**src/logic/rht_pkg.sv**
```systemverilog
// constants, command codes and state codes of the sensor command target
// assumes a single 100 MHz clock and an open-drain serial bus outside
package rht_pkg;
    localparam int CLK_MHZ = 100;
    // times in their own units, nominal or bounding figures
    localparam int SOFT_RESET_RECOVERY_TIME_US = 1000;
    localparam int LOW_REPEAT_MEASURE_TIME_US = 1600;
    localparam int MID_REPEAT_MEASURE_TIME_US = 4500;
    localparam int HIGH_REPEAT_MEASURE_TIME_US = 8300;
    localparam int HEATER_PULSE_TIME_LONG_MS = 1000;
    localparam int HEATER_PULSE_TIME_SHORT_MS = 100;
    localparam int US_PER_MS = 1000;
    // commands
    localparam logic [7:0] CMD_MEAS_HIGH = 8'hfd;
    localparam logic [7:0] CMD_MEAS_MID = 8'hf6;
    localparam logic [7:0] CMD_MEAS_LOW = 8'he0;
    localparam logic [7:0] CMD_SERIAL = 8'h89;
    localparam logic [7:0] CMD_SOFT_RST = 8'h94;
    localparam logic [7:0] CMD_HEAT_LONG_HI = 8'h39;
    localparam logic [7:0] CMD_HEAT_LONG_MID = 8'h2f;
    localparam logic [7:0] CMD_HEAT_LONG_LO = 8'h1e;
    localparam logic [7:0] CMD_HEAT_SHORT_HI = 8'h32;
    localparam logic [7:0] CMD_HEAT_SHORT_MID = 8'h24;
    localparam logic [7:0] CMD_HEAT_SHORT_LO = 8'h15;
    localparam logic [6:0] GC_ADDR = 7'h00;
    localparam logic [7:0] GC_RESET = 8'h06;
    // checksum
    localparam logic [7:0] CRC_POLY = 8'h31;
    localparam logic [7:0] CRC_INIT = 8'hff;
    localparam logic [7:0] CRC_XOR = 8'h00;
    // repeatability and heater power codes
    localparam logic [1:0] REP_LOW = 2'h0;
    localparam logic [1:0] REP_MID = 2'h1;
    localparam logic [1:0] REP_HIGH = 2'h2;
    localparam logic [1:0] PWR_OFF = 2'h0;
    localparam logic [1:0] PWR_LO = 2'h1;
    localparam logic [1:0] PWR_MID = 2'h2;
    localparam logic [1:0] PWR_HI = 2'h3;
    // response buffer: word plus checksum, four entries
    localparam int WORD_W = 24;
    localparam int FIFO_DEPTH = 4;
    localparam logic [1:0] LAST_BYTE = 2'h2;
    typedef enum logic [2:0] {
        B_IDLE = 3'h0, B_ADDR = 3'h1, B_ACK = 3'h2, B_WR = 3'h3,
        B_RD = 3'h4, B_MACK = 3'h5, B_SKIP = 3'h6
    } rht_bus_e;
    typedef enum logic [2:0] {
        O_IDLE = 3'h0, O_HEAT = 3'h1, O_MEAS = 3'h2,
        O_FILL_T = 3'h3, O_FILL_H = 3'h4, O_RST = 3'h5
    } rht_op_e;
endpackage : rht_pkg

```
**src/logic/rht_target.sv**
```systemverilog
// serial command target: bus slave, command sequencer, response buffer
// assumes scl/sda arrive from pins, sensor words come on ref_clk_i
`timescale 1ns/1ps

module rht_fifo #(
    parameter int W = 24,
    parameter int D = 4
) (
    input wire logic ref_clk_i,
    input wire logic rst_i,
    input wire logic flush_i,
    input wire logic in_valid_i,
    output logic in_ready_o,
    input wire logic [W-1:0] in_data_i,
    output logic out_valid_o,
    input wire logic out_ready_i,
    output logic [W-1:0] out_data_o
);
    localparam int AW = $clog2(D);
    logic [W-1:0] mem [D];
    logic [AW-1:0] wp_r;
    logic [AW-1:0] rp_r;
    logic [AW:0] cnt_r;
    logic push;
    logic pop;
    assign in_ready_o = (cnt_r != (AW+1)'(D));
    assign out_valid_o = (cnt_r != '0);
    assign out_data_o = mem[rp_r];
    assign push = in_valid_i & in_ready_o;
    assign pop = out_valid_o & out_ready_i;
    always_ff @(posedge ref_clk_i) begin
        if (push) begin
            mem[wp_r] <= in_data_i;
        end
    end
    always_ff @(posedge ref_clk_i) begin
        if (rst_i || flush_i) begin
            wp_r <= '0;
            rp_r <= '0;
            cnt_r <= '0;
        end else begin
            if (push) begin
                wp_r <= wp_r + 1'b1;
            end
            if (pop) begin
                rp_r <= rp_r + 1'b1;
            end
            cnt_r <= cnt_r + (AW+1)'(push) - (AW+1)'(pop);
        end
    end
endmodule : rht_fifo

////////////////////////////////////////////////////////////////////////
module rht_target #(
    parameter logic [6:0] TGT_ADDR = 7'h40,
    parameter int RST_CNT =
        rht_pkg::SOFT_RESET_RECOVERY_TIME_US * rht_pkg::CLK_MHZ,
    parameter int LOW_CNT =
        rht_pkg::LOW_REPEAT_MEASURE_TIME_US * rht_pkg::CLK_MHZ,
    parameter int MID_CNT =
        rht_pkg::MID_REPEAT_MEASURE_TIME_US * rht_pkg::CLK_MHZ,
    parameter int HIGH_CNT =
        rht_pkg::HIGH_REPEAT_MEASURE_TIME_US * rht_pkg::CLK_MHZ,
    parameter int LONG_CNT = rht_pkg::HEATER_PULSE_TIME_LONG_MS
        * rht_pkg::US_PER_MS * rht_pkg::CLK_MHZ,
    parameter int SHORT_CNT = rht_pkg::HEATER_PULSE_TIME_SHORT_MS
        * rht_pkg::US_PER_MS * rht_pkg::CLK_MHZ
) (
    input wire logic ref_clk_i,
    input wire logic rst_i,
    input wire logic scl_i,
    input wire logic sda_i,
    output logic sda_o,
    output logic sda_oe_n_o,
    input wire logic [15:0] temp_word_i,
    input wire logic [15:0] relative_humidity_word_i,
    input wire logic [31:0] serial_num_i,
    output logic meas_req_o,
    output logic [1:0] meas_rep_o,
    output logic heater_on_o,
    output logic [1:0] heater_pwr_o,
    output logic busy_o
);

    function automatic logic [7:0] crc8(input logic [15:0] d);
        logic [7:0] c;
        c = rht_pkg::CRC_INIT;
        for (int i = 15; i >= 0; i--) begin
            if (c[7] ^ d[i]) begin
                c = {c[6:0], 1'b0} ^ rht_pkg::CRC_POLY;
            end else begin
                c = {c[6:0], 1'b0};
            end
        end
        return c ^ rht_pkg::CRC_XOR;
    endfunction : crc8

    ////////////////////////////////////////////////////////////////////
    // pin sampling; 100 MHz oversamples every bus speed
    logic [1:0] scl_s_r;
    logic [1:0] sda_s_r;
    logic scl_d_r;
    logic sda_d_r;
    logic scl;
    logic sda;
    logic scl_rise;
    logic scl_fall;
    logic start_ev;
    logic stop_ev;
    always_ff @(posedge ref_clk_i) begin
        if (rst_i) begin
            scl_s_r <= 2'h3;
            sda_s_r <= 2'h3;
            scl_d_r <= 1'b1;
            sda_d_r <= 1'b1;
        end else begin
            scl_s_r <= {scl_s_r[0], scl_i};
            sda_s_r <= {sda_s_r[0], sda_i};
            scl_d_r <= scl_s_r[1];
            sda_d_r <= sda_s_r[1];
        end
    end
    assign scl = scl_s_r[1];
    assign sda = sda_s_r[1];
    assign scl_rise = scl & ~scl_d_r;
    assign scl_fall = ~scl & scl_d_r;
    assign start_ev = scl & scl_d_r & sda_d_r & ~sda;
    assign stop_ev = scl & scl_d_r & ~sda_d_r & sda;

    ////////////////////////////////////////////////////////////////////
    // bus slave
    rht_pkg::rht_bus_e bst_r;
    rht_pkg::rht_op_e ost_r;
    logic [2:0] bcnt_r;
    logic [7:0] sh_r;
    logic full_r;
    logic rd_r;
    logic gc_r;
    logic rd_hit_r;
    logic oe_n_r;
    logic [1:0] idx_r;
    logic busy;
    logic ack_ok;
    logic load_ev;
    logic cmd_ev;
    logic flush;
    logic [7:0] tx_byte;
    logic f_in_valid;
    logic f_in_ready;
    logic [23:0] f_in_data;
    logic f_out_valid;
    logic f_pop;
    logic [23:0] f_out_data;

    assign busy = (ost_r != rht_pkg::O_IDLE);
    always_comb begin
        if (bst_r == rht_pkg::B_ADDR) begin
            ack_ok = (sh_r[7:1] == TGT_ADDR && !(sh_r[0] && busy))
                || sh_r == {rht_pkg::GC_ADDR, 1'b0};
        end else begin
            ack_ok = 1'b1;
        end
    end
    assign load_ev = scl_fall && ((bst_r == rht_pkg::B_ACK && rd_r)
        || bst_r == rht_pkg::B_MACK);
    assign cmd_ev = scl_fall && full_r && bst_r == rht_pkg::B_WR;
    // empty buffer reads as idle bus ones
    always_comb begin
        unique case (idx_r)
            2'h0: tx_byte = f_out_data[23:16];
            2'h1: tx_byte = f_out_data[15:8];
            default: tx_byte = f_out_data[7:0];
        endcase
        if (!f_out_valid) begin
            tx_byte = 8'hff;
        end
    end
    assign f_pop = load_ev && idx_r == rht_pkg::LAST_BYTE;

    always_ff @(posedge ref_clk_i) begin
        if (rst_i) begin
            bst_r <= rht_pkg::B_IDLE;
            bcnt_r <= 3'h0;
            sh_r <= 8'h00;
            full_r <= 1'b0;
            rd_r <= 1'b0;
            gc_r <= 1'b0;
            oe_n_r <= 1'b1;
        end else if (start_ev) begin
            bst_r <= rht_pkg::B_ADDR;
            bcnt_r <= 3'h0;
            full_r <= 1'b0;
            oe_n_r <= 1'b1;
        end else if (stop_ev) begin
            bst_r <= rht_pkg::B_IDLE;
            oe_n_r <= 1'b1;
        end else begin
            unique case (bst_r)
                rht_pkg::B_IDLE, rht_pkg::B_SKIP: begin
                end
                rht_pkg::B_ADDR, rht_pkg::B_WR: begin
                    if (scl_rise) begin
                        sh_r <= {sh_r[6:0], sda};
                        bcnt_r <= bcnt_r + 3'h1;
                        full_r <= (bcnt_r == 3'h7);
                    end else if (scl_fall && full_r) begin
                        full_r <= 1'b0;
                        if (ack_ok) begin
                            oe_n_r <= 1'b0;
                            bst_r <= rht_pkg::B_ACK;
                        end else begin
                            bst_r <= rht_pkg::B_SKIP;
                        end
                        if (bst_r == rht_pkg::B_ADDR) begin
                            rd_r <= sh_r[0];
                            gc_r <= (sh_r[7:1] == rht_pkg::GC_ADDR);
                        end
                    end
                end
                rht_pkg::B_ACK: begin
                    if (scl_fall && rd_r) begin
                        sh_r <= tx_byte;
                        oe_n_r <= tx_byte[7];
                        bcnt_r <= 3'h0;
                        bst_r <= rht_pkg::B_RD;
                    end else if (scl_fall) begin
                        oe_n_r <= 1'b1;
                        bcnt_r <= 3'h0;
                        bst_r <= rht_pkg::B_WR;
                    end
                end
                rht_pkg::B_RD: begin
                    if (scl_rise) begin
                        bcnt_r <= bcnt_r + 3'h1;
                    end else if (scl_fall && bcnt_r == 3'h0) begin
                        oe_n_r <= 1'b1;
                        bst_r <= rht_pkg::B_MACK;
                    end else if (scl_fall) begin
                        sh_r <= {sh_r[6:0], 1'b1};
                        oe_n_r <= sh_r[6];
                    end
                end
                rht_pkg::B_MACK: begin
                    if (scl_rise && sda) begin
                        bst_r <= rht_pkg::B_SKIP;
                    end else if (scl_fall) begin
                        sh_r <= tx_byte;
                        oe_n_r <= tx_byte[7];
                        bst_r <= rht_pkg::B_RD;
                    end
                end
                default: bst_r <= rht_pkg::B_IDLE;
            endcase
        end
    end

    // data leave once the acked read ends, even part-read
    always_ff @(posedge ref_clk_i) begin
        if (rst_i || start_ev || stop_ev) begin
            idx_r <= 2'h0;
        end else if (load_ev) begin
            idx_r <= f_pop ? 2'h0 : idx_r + 2'h1;
        end
    end
    always_ff @(posedge ref_clk_i) begin
        if (rst_i || start_ev || stop_ev) begin
            rd_hit_r <= 1'b0;
        end else if (bst_r == rht_pkg::B_ACK && rd_r && !gc_r) begin
            rd_hit_r <= 1'b1;
        end
    end
    // a new command drops unread words; a full buffer would stall the fill
    assign flush = ((start_ev || stop_ev) && rd_hit_r)
        || (cmd_ev && !gc_r && !busy)
        || ost_r == rht_pkg::O_RST;

    // clock is input only; only sda is ever pulled low
    always_ff @(posedge ref_clk_i) begin
        if (rst_i) begin
            sda_o <= 1'b0;
            sda_oe_n_o <= 1'b1;
        end else begin
            sda_o <= 1'b0;
            sda_oe_n_o <= oe_n_r;
        end
    end

    ////////////////////////////////////////////////////////////////////
    // command sequencer
    logic [31:0] tmr_r;
    logic [15:0] t_q_r;
    logic [15:0] h_q_r;
    logic heater_r;
    logic [1:0] rep_r;
    logic [7:0] cmd;
    assign cmd = sh_r;
    always_ff @(posedge ref_clk_i) begin
        if (rst_i) begin
            ost_r <= rht_pkg::O_IDLE;
            tmr_r <= 32'h0;
            t_q_r <= 16'h0;
            h_q_r <= 16'h0;
            heater_r <= 1'b0;
            heater_pwr_o <= rht_pkg::PWR_OFF;
            rep_r <= rht_pkg::REP_LOW;
            meas_req_o <= 1'b0;
        end else if (cmd_ev && (gc_r ? cmd == rht_pkg::GC_RESET
                : cmd == rht_pkg::CMD_SOFT_RST)) begin
            ost_r <= rht_pkg::O_RST;
            tmr_r <= 32'(RST_CNT - 1);
            heater_r <= 1'b0;
            heater_pwr_o <= rht_pkg::PWR_OFF;
            meas_req_o <= 1'b0;
        end else if (cmd_ev && !gc_r && !busy) begin
            unique case (cmd)
                rht_pkg::CMD_MEAS_HIGH: begin
                    ost_r <= rht_pkg::O_MEAS;
                    rep_r <= rht_pkg::REP_HIGH;
                    tmr_r <= 32'(HIGH_CNT - 1);
                    meas_req_o <= 1'b1;
                end
                rht_pkg::CMD_MEAS_MID: begin
                    ost_r <= rht_pkg::O_MEAS;
                    rep_r <= rht_pkg::REP_MID;
                    tmr_r <= 32'(MID_CNT - 1);
                    meas_req_o <= 1'b1;
                end
                rht_pkg::CMD_MEAS_LOW: begin
                    ost_r <= rht_pkg::O_MEAS;
                    rep_r <= rht_pkg::REP_LOW;
                    tmr_r <= 32'(LOW_CNT - 1);
                    meas_req_o <= 1'b1;
                end
                rht_pkg::CMD_SERIAL: begin
                    ost_r <= rht_pkg::O_FILL_T;
                    t_q_r <= serial_num_i[31:16];
                    h_q_r <= serial_num_i[15:0];
                end
                rht_pkg::CMD_HEAT_LONG_HI, rht_pkg::CMD_HEAT_LONG_MID,
                rht_pkg::CMD_HEAT_LONG_LO: begin
                    ost_r <= rht_pkg::O_HEAT;
                    heater_r <= 1'b1;
                    tmr_r <= 32'(LONG_CNT - 1);
                    heater_pwr_o <= cmd == rht_pkg::CMD_HEAT_LONG_HI ?
                        rht_pkg::PWR_HI : cmd == rht_pkg::CMD_HEAT_LONG_MID ?
                        rht_pkg::PWR_MID : rht_pkg::PWR_LO;
                end
                rht_pkg::CMD_HEAT_SHORT_HI, rht_pkg::CMD_HEAT_SHORT_MID,
                rht_pkg::CMD_HEAT_SHORT_LO: begin
                    ost_r <= rht_pkg::O_HEAT;
                    heater_r <= 1'b1;
                    tmr_r <= 32'(SHORT_CNT - 1);
                    heater_pwr_o <= cmd == rht_pkg::CMD_HEAT_SHORT_HI ?
                        rht_pkg::PWR_HI : cmd == rht_pkg::CMD_HEAT_SHORT_MID ?
                        rht_pkg::PWR_MID : rht_pkg::PWR_LO;
                end
                default: begin
                end
            endcase
        end else begin
            unique case (ost_r)
                rht_pkg::O_IDLE: begin
                end
                rht_pkg::O_HEAT: begin
                    tmr_r <= tmr_r - 32'h1;
                    if (tmr_r == 32'h0) begin
                        ost_r <= rht_pkg::O_MEAS;
                        rep_r <= rht_pkg::REP_HIGH;
                        tmr_r <= 32'(HIGH_CNT - 1);
                        meas_req_o <= 1'b1;
                    end
                end
                rht_pkg::O_MEAS: begin
                    tmr_r <= tmr_r - 32'h1;
                    if (tmr_r == 32'h0) begin
                        ost_r <= rht_pkg::O_FILL_T;
                        meas_req_o <= 1'b0;
                        heater_r <= 1'b0;
                        heater_pwr_o <= rht_pkg::PWR_OFF;
                        t_q_r <= temp_word_i;
                        h_q_r <= relative_humidity_word_i;
                    end
                end
                rht_pkg::O_FILL_T: begin
                    if (f_in_ready) begin
                        ost_r <= rht_pkg::O_FILL_H;
                    end
                end
                rht_pkg::O_FILL_H: begin
                    if (f_in_ready) begin
                        ost_r <= rht_pkg::O_IDLE;
                    end
                end
                rht_pkg::O_RST: begin
                    tmr_r <= tmr_r - 32'h1;
                    if (tmr_r == 32'h0) begin
                        ost_r <= rht_pkg::O_IDLE;
                    end
                end
                default: ost_r <= rht_pkg::O_IDLE;
            endcase
        end
    end
    always_ff @(posedge ref_clk_i) begin
        if (rst_i) begin
            busy_o <= 1'b0;
            heater_on_o <= 1'b0;
            meas_rep_o <= rht_pkg::REP_LOW;
        end else begin
            busy_o <= busy;
            heater_on_o <= heater_r;
            meas_rep_o <= rep_r;
        end
    end

    // stalls fill states until a slot frees
    assign f_in_valid = ost_r == rht_pkg::O_FILL_T
        || ost_r == rht_pkg::O_FILL_H;
    always_comb begin
        logic [15:0] w;
        w = (ost_r == rht_pkg::O_FILL_T) ? t_q_r : h_q_r;
        f_in_data = {w, crc8(w)};
    end
    rht_fifo #(.W(rht_pkg::WORD_W), .D(rht_pkg::FIFO_DEPTH)) u_fifo (
        .ref_clk_i(ref_clk_i),
        .rst_i(rst_i),
        .flush_i(flush),
        .in_valid_i(f_in_valid),
        .in_ready_o(f_in_ready),
        .in_data_i(f_in_data),
        .out_valid_o(f_out_valid),
        .out_ready_i(f_pop),
        .out_data_o(f_out_data)
    );
endmodule : rht_target

```
**config.mk**
```make
export PLATFORM = sky130hd
export DESIGN_NAME = rht_target
export DESIGN_NICKNAME = d
export VERILOG_FILES = /design/src/logic/rht_pkg.sv /design/src/logic/rht_target.sv
export SDC_FILE = /design/constraint.sdc
export NUM_CORES = 1
export LEC_CHECK = 0
export BUFFER_PORTS_ARGS = -buffer_cell sky130_fd_sc_hd__buf_2
export CORE_ASPECT_RATIO = 0.9
export CORE_MARGIN = 1.5
export CORE_UTILIZATION = 55
export DETAILED_ROUTE_END_ITERATION = 8
export GPL_ROUTABILITY_DRIVEN = 0
export PLACE_DENSITY = 0.76
export SETUP_SLACK_MARGIN = 0.2
export SYNTH_ARGS = -nofsm -noshare
export SYNTH_HDL_FRONTEND = slang
export SYNTH_HIERARCHICAL = 1
export SYNTH_SLANG_ARGS = --single-unit
```
**constraint.sdc**
```tcl
create_clock -name ref_clk_i -period 2.7 [get_ports ref_clk_i]
set_input_delay 0.27 -clock ref_clk_i [delete_from_list [all_inputs] [get_ports ref_clk_i]]
set_output_delay 0.27 -clock ref_clk_i [all_outputs]
set_load 0.05 [all_outputs]
```
## After elaboration in Yosys (flattened, before gate mapping)

Memory sizes are Yosys's and may differ from the RTL's. A register that Yosys moved wholly into a read port is not among the register bits.
Cells that the tools add are included.

- Div/mod/pow operators: 0
- Reductions and logical operators: 72
- Mux-type cells: 105
- $mul: 0
- Add/subtract/negate cells: 7
- Bitwise logic cells: 48
- $lt $le $gt $ge: 0
- Eq/ne operators: 71
- Shift operators: 0

Operators with widths:

| cell | number |
|---|---|
| one-hot mux 32 bit (5 select lines) | 1 |
| 2-to-1 mux 16 bit | 9 |
| 2-to-1 mux 6 bit | 16 |
| 2-to-1 mux 32 bit | 2 |
| 2-to-1 mux 8 bit | 8 |
| one-hot mux 32 bit (2 select lines) | 1 |
| 2-to-1 mux 3 bit | 19 |
| inverter 3 bit | 15 |
| equality test 8 bit, second input constant | 5 |
| equality test 8 x 6 -> 1 bit, second input constant | 4 |
| logical NOT 32 bit | 1 |
| one-hot mux 8 bit (4 select lines) | 1 |
| subtractor 32 x 1 -> 32 bit, second input constant | 1 |
| inequality test 2 bit, second input constant | 14 |
| AND reduction 7 bit | 4 |
| 2-to-1 mux 2 bit | 13 |
| 2-to-1 mux 1 bit | 25 |
| inequality test 4 bit, second input constant | 6 |
| inequality test 3 bit, second input constant | 7 |
| equality test 3 bit, second input constant | 6 |
| one-hot mux 3 bit (6 select lines) | 1 |
| 2-to-1 mux 17 bit | 1 |
| equality test 8 x 5 -> 1 bit, second input constant | 2 |
| one-hot mux 8 bit (2 select lines) | 1 |
| 51 further kinds | 140 |

- Memory bits (read-only): 0
- Memories kept: 1
- Bits in latches: 0
- Logic and storage cells: 335
- Bits of input ports: 68
- Bits in registers: 112
- Output and inout bits: 9
- Bits in writable memories: 96

Memories:

| memory | words | width | read ports | clocked after memory_dff | write ports | RTL line | source |
|---|---|---|---|---|---|---|---|
| u_fifo.mem | 4 | 24 | 1 | 1 | 1 | rht_target.sv:20 | `logic [W-1:0] mem [D];` |

## Logic depth before layout (Yosys ltp)

- Word-level depth: 33
- Gate-level depth with buffers: 15
- Gate-level depth less buffers: 14

## Modules after synthesis

Netlist, hierarchy kept.

By module, submodules not included:

| module | seq. area each (µm²) | area an instance (µm²) | times used | cells an instance |
|---|---|---|---|---|
| rht_target | 2102.0 | 7375.8 | 1 | 818 |
| rht_fifo | 3062.9 | 3955.0 | 1 | 173 |

## Least setup slack after synthesis

OpenSTA, ideal clock, no wires.

- Kind: register -> register
- Start: register bst_r[1]
- End: register u_fifo.cnt_r[2]
- Stages on the path, launching flop included: 16
- Setup time: 115 ps
- Clock period less this slack: 2825 ps
- Path buffers: 1
- Arrival time: 2710 ps
- Setup slack: -125 ps
- Required time: 2585 ps
- Path through: dfxtp_1 -> clkbuf_1 -> nand2b_1 -> nor2_1 -> nand2_1 -> a21oi_1 -> and3b_1 -> o31a_2 -> ha_1 -> inv_1 -> ha_1 -> inv_1 -> fa_1 -> xnor2_1 -> xnor2_1 -> and2_1

- Longest elaborated chain between the ends: 7
- Elaborated cells on any way between the ends: 15
- Classes of those cells: add/sub: 1; eq/ne: 3; bitwise: 1; reduce/logical: 10

RTL lines:

| item | RTL line | source |
|---|---|---|
| start, declared | rht_target.sv:132 | `rht_pkg::rht_bus_e bst_r;` |
| start signal, assigned | rht_target.sv:182 | `bst_r <= rht_pkg::B_IDLE;` |
| start signal, assigned | rht_target.sv:190 | `bst_r <= rht_pkg::B_ADDR;` |
| start signal, assigned | rht_target.sv:195 | `bst_r <= rht_pkg::B_IDLE;` |
| equality test 3 x 2 -> 1 bit | rht_target.sv:164 | `assign load_ev = scl_fall && ((bst_r == rht_pkg::B_ACK && rd_r)` |
| logical AND 1 bit | rht_target.sv:164 |  |
| logical OR 1 bit * | rht_target.sv:165 | `\|\| bst_r == rht_pkg::B_MACK);` |
| logical AND 1 bit * | rht_target.sv:164 |  |
| logical AND 1 bit * | rht_target.sv:178 | `assign f_pop = load_ev && idx_r == rht_pkg::LAST_BYTE;` |
| named net f_pop | rht_target.sv:152 | `logic f_pop;` |
| AND 1 bit * | rht_target.sv:30 | `assign pop = out_valid_o & out_ready_i;` |
| named net u_fifo.pop | rht_target.sv:25 | `logic pop;` |
| subtractor 3 x 1 -> 3 bit * | rht_target.sv:48 | `cnt_r <= cnt_r + (AW+1)'(push) - (AW+1)'(pop);` |
| end signal, assigned | rht_target.sv:48 |  |
| end, declared | rht_target.sv:23 | `logic [AW:0] cnt_r;` |

The timed path passes the listed nets; every way through them passes the cells marked *.
A chain may end at the register's enable or synchronous reset.

## Worst setup path in the final report

- Start: register tmr_r[10]
- End: register h_q_r[11]

- Longest elaborated chain between the ends: 3

RTL lines:

| item | RTL line | source |
|---|---|---|
| start, declared | rht_target.sv:290 | `logic [31:0] tmr_r;` |
| start signal, assigned | rht_target.sv:310 | `tmr_r <= 32'(RST_CNT - 1);` |
| start signal, assigned | rht_target.sv:319 | `tmr_r <= 32'(HIGH_CNT - 1);` |
| start signal, assigned | rht_target.sv:325 | `tmr_r <= 32'(MID_CNT - 1);` |
| logical NOT 32 bit | rht_target.sv:375 | `if (tmr_r == 32'h0) begin` |
| nonzero test 2 bit (no line) | n/a |  |
| AND reduction 4 bit (no line) | n/a |  |
| end signal, assigned | rht_target.sv:337 | `h_q_r <= serial_num_i[15:0];` |
| end signal, assigned | rht_target.sv:381 | `h_q_r <= relative_humidity_word_i;` |
| end, declared | rht_target.sv:292 | `logic [15:0] h_q_r;` |

No other way between the ends.

==> flow_summary.json <==
{
  "grt_use_total": 0.2648,
  "antenna_left": 0,
  "synth_top_area_share": 0.2544,
  "routedWlPerCell_um": 22.02,
  "violations": "negative setup slack",
  "netlist_instances": 991,
  "syn2layout_area_growth_pct": 22.06,
  "period_share": 1.022,
  "cp_slowest_stage_delay_ns": 0.67,
  "insertion_delay_ns": 0.53,
  "cts_buffer_depth": 3,
  "setup_slack_ns": -0.06051,
  "start_util": 0.5635,
  "max_cap_violations": 0,
  "cts_inserted_buffers": 23,
  "r2r-start": "tmr_r[10]$_SDFFE_PP0P_",
  "root_buffer": "clkbuf_16",
  "path_cells": "or4_1, nor4_4, nand4_1, o32a_4, buf_12, clkbuf_16, o41ai_2",
  "status": "finished with violations",
  "syn-num-nets": 1070,
  "fp.dieW_um": 154.3,
  "grt_overflow_total": 0,
  "skew_ns": 0.02445,
  "peakVddDrop_uv": 1167,
  "core_um2": 20110,
  "async_reset_ff_frac": 0,
  "startpoint_type": "flip-flop",
  "hold_violations": 0,
  "htreeDepth": 1,
  "final_cells": 1387,
  "cp-end-kind": "flip-flop",
  "syn_area_per_cell_um2": 11.43,
  "synthDistinctLibCells": 101,
  "route.vias.total": 9096,
  "reg2reg_to": "h_q_r[11]$_SDFFE_PP0P_",
  "hold_start": "relative_humidity_word_i[4]",
  "io_pins": 77,
  "ys_warn_count": 6,
  "fp-row-count": 49,
  "antenna_found_initial": 0,
  "critPathArrivalTime_ns": 3.18,
  "grt_max_degree": 77,
  "critPathRequiredTime_ns": 3.12,
  "synth_most_common_cell": "dfxtp_1",
  "cts_tree": "built",
  "dp_hpwl_um": 19040,
  "r2r_slack_ns": -0.06,
  "final_cell_area_um2": 13830,
  "io_buffers": 75,
  "final_nets": 1195,
  "via_per_inst": 6.558,
  "grt_setup_unrepaired": "yes",
  "firstDrtPassIters": 6,
  "fillers": 1411,
  "placed_cells_incl_taps": 1308,
  "period_needed_ns": 2.761,
  "reg2reg_depth": 7,
  "layout-drive-gt1-share": 0.3640,
  "finalSetupViolations": 17,
  "synth_edf_count": 96,
  "drt_drc_violations_left": 0,
  "hp-class": "in2reg",
  "synth.yosys.seq_area_share": 0.4558,
  "antenna_cells": 0,
  "post-place-ws_ns": 0.001981,
  "slew_headroom": 0.4986,
  "synthFlopType": "dfxtp_1",
  "path_buf_inv": 2,
  "drtIter0Drc": 905,
  "yosys_register_bits": 210,
  "leakage_nw": 5.185,
  "synth.top_cells.by_count": "dfxtp_1, edfxtp_1, nor2_1",
  "worst_pin_slew_ns": 0.7471,
  "placed_area_um2": 12200,
  "synth_area_um2": 11330,
  "min_path_cells": 3,
  "synth_area_leaders": "edfxtp_1, dfxtp_1, mux4_2, mux2i_1, o41ai_2",
  "fmax_mhz": 362.3,
  "worstSetupPathType": "reg2reg",
  "drv_slew": 0,
  "critical_path.max_fanout": 8,
  "wirelength_um": 30540,
  "grt_pass1_wl_um": 45210,
  "power.density_nw_per_um2": 1069,
  "clkSinkCount": 210,
  "grt_pass1_vias": 8408,
  "whs_endpoint": "h_q_r[4]$_SDFFE_PP0P_",
  "fp.dieH_um": 139.2,
  "slowest_stage": "or4_1",
  "clk_pin_slew_worst_paths_ns": 0.06,
  "crit_family": "simple AND/OR/NAND/NOR gates",
  "dieArea_um2": 21470,
  "synth_top_area_cell": "edfxtp_1"
}
[through the flow]
stage	power (mW)	setup TNS [ns]	hold WS, ns	util
6_report	14.78	-0.3486	0.08432	0.6878
3_5_place_dp	9.499	0	0.4037	0.6066
2_1_floorplan	7.902	0	0.3465	-
4_1_cts	12.96	0	0.07919	0.6592
3_3_place_gp	9.388	0	0.3999	0.6066
5_1_grt	15.43	-2.063	0.09388	0.6878
[registers in the layout, indices dropped and copies added (netlist names), 3 cells and up, named ones only]
name          flops
cmd               8
bcnt_r            3
bst_r             3
u_fifo/mem       96
u_fifo/cnt_r      3
tmr_r            32
h_q_r            16
ost_r             3
t_q_r            16
[cell families after synthesis]
kind of cell | count (synthesis) | synth area share
adder cells (fa/ha/maj) | 11 | 0.01281
buffers and inverters | 98 | 0.04340
AO/OA/AOI/OAI | 259 | 0.1910
flip-flops | 210 | 0.4558
XOR/XNOR | 46 | 0.03931
multiplexers | 108 | 0.1270
AND/OR/NAND/NOR | 258 | 0.1303
other | 1 | 0.0003310
[final cells by class]
class                      instances  area, um^2  area share
timing repair buffer             176        1410      0.1020
clock inverter                    13       118.9    0.008594
multi-input combinational        683        6103      0.4413
inverter                          22       85.08    0.006152
sequential                       210        5190      0.3752
clock buffer                      28       604.3     0.04369
tap                              255       319.1     0.02307
[where the power goes]
part | leakage, nW | switching, mW | internal [mW] | total [mW]
Clock | 0.357 | 1.32 | 1.71 | 3.03
Combinational | 3.04 | 4.05 | 3.54 | 7.59
Sequential | 1.78 | 0.359 | 3.81 | 4.16
Total | 5.19 | 5.72 | 9.06 | 14.8
[cells in the final DEF (no fill, tap or decap), types with 7 or more instances in the layout]
| cell | Yosys | final |
|---|---|---|
| a21oi_1 | 50 | 46 |
| a32o_1 | 9 | 9 |
| buf_12 | 0 | 7 |
| buf_2 | 18 | 75 |
| buf_4 | 3 | 72 |
| buf_6 | 12 | 13 |
| clkbuf_16 | 0 | 25 |
| dfxtp_1 | 114 | 100 |
| dfxtp_2 | 0 | 11 |
| edfxtp_1 | 96 | 96 |
| ha_1 | 10 | 7 |
| inv_1 | 22 | 18 |
| mux2_2 | 23 | 23 |
| mux2i_1 | 58 | 56 |
| mux4_2 | 26 | 26 |
| nand2_1 | 46 | 44 |
| nand2b_1 | 8 | 7 |
| nand3_1 | 15 | 14 |
| nand4_1 | 7 | 7 |
| nor2_1 | 60 | 58 |
| nor2b_1 | 8 | 8 |
| nor3_1 | 24 | 20 |
| o211ai_1 | 21 | 21 |
| o211ai_2 | 16 | 14 |
| o21ai_0 | 36 | 33 |
| o21ai_1 | 8 | 9 |
| o31ai_1 | 9 | 9 |
| o41ai_2 | 28 | 29 |
| or2_2 | 9 | 9 |
| or3_1 | 8 | 7 |
| or4_1 | 9 | 8 |
| xnor2_1 | 25 | 14 |
| xnor2_2 | 0 | 10 |
| xor2_1 | 18 | 16 |
[tightest hold or removal path: cells and delay by family]
family | cells | cell delay, ns
muxes | 1 | 0.06
buffers and inverters | 1 | 0.07
AOI/OAI and AO/OA | 1 | 0.18
[metal layers]
| layer | vias up | wire (um) | track usage |
|---|---|---|---|
| li1 | 4114 | - | - |
| met1 | 4427 | 13040 | 0.3794 |
| met2 | 484 | 14030 | 0.4201 |
| met3 | 71 | 2554 | 0.03594 |
| met4 | 0 | 916 | 0.08148 |
| met5 | - | 0 | 0 |
[how the worst max path moves through the flow]
| stage | start | to | slack, ns | depth (start not counted) |
|---|---|---|---|---|
| floorplan | tmr_r[1]$_SDFFE_PP0P_ | tmr_r[22]$_SDFFE_PP0P_ | 0.15 | 8 |
| global placement | tmr_r[1]$_SDFFE_PP0P_ | t_q_r[6]$_SDFFE_PP0P_ | 0.03 | 9 |
| detailed placement | tmr_r[1]$_SDFFE_PP0P_ | h_q_r[2]$_SDFFE_PP0P_ | 0.002 | 8 |
| CTS | tmr_r[0]$_SDFFE_PP0P_ | h_q_r[3]$_SDFFE_PP0P_ | 0.07 | 10 |
| global route | tmr_r[10]$_SDFFE_PP0P_ | h_q_r[11]$_SDFFE_PP0P_ | -0.13 | 7 |
| finish | tmr_r[10]$_SDFFE_PP0P_ | h_q_r[11]$_SDFFE_PP0P_ | -0.06 | 7 |
[what timing repair did]
item	4_1_cts	5_1_grt
endpoints found under the setup margin	69	89
buffers inserted	9	18
hold endpoints to repair	2	0
gates cloned	5	4
hold buffers	2	0
pin swaps	9	37
gates resized for setup	30	72
Note: power is estimated with default switching activity, not from simulation.
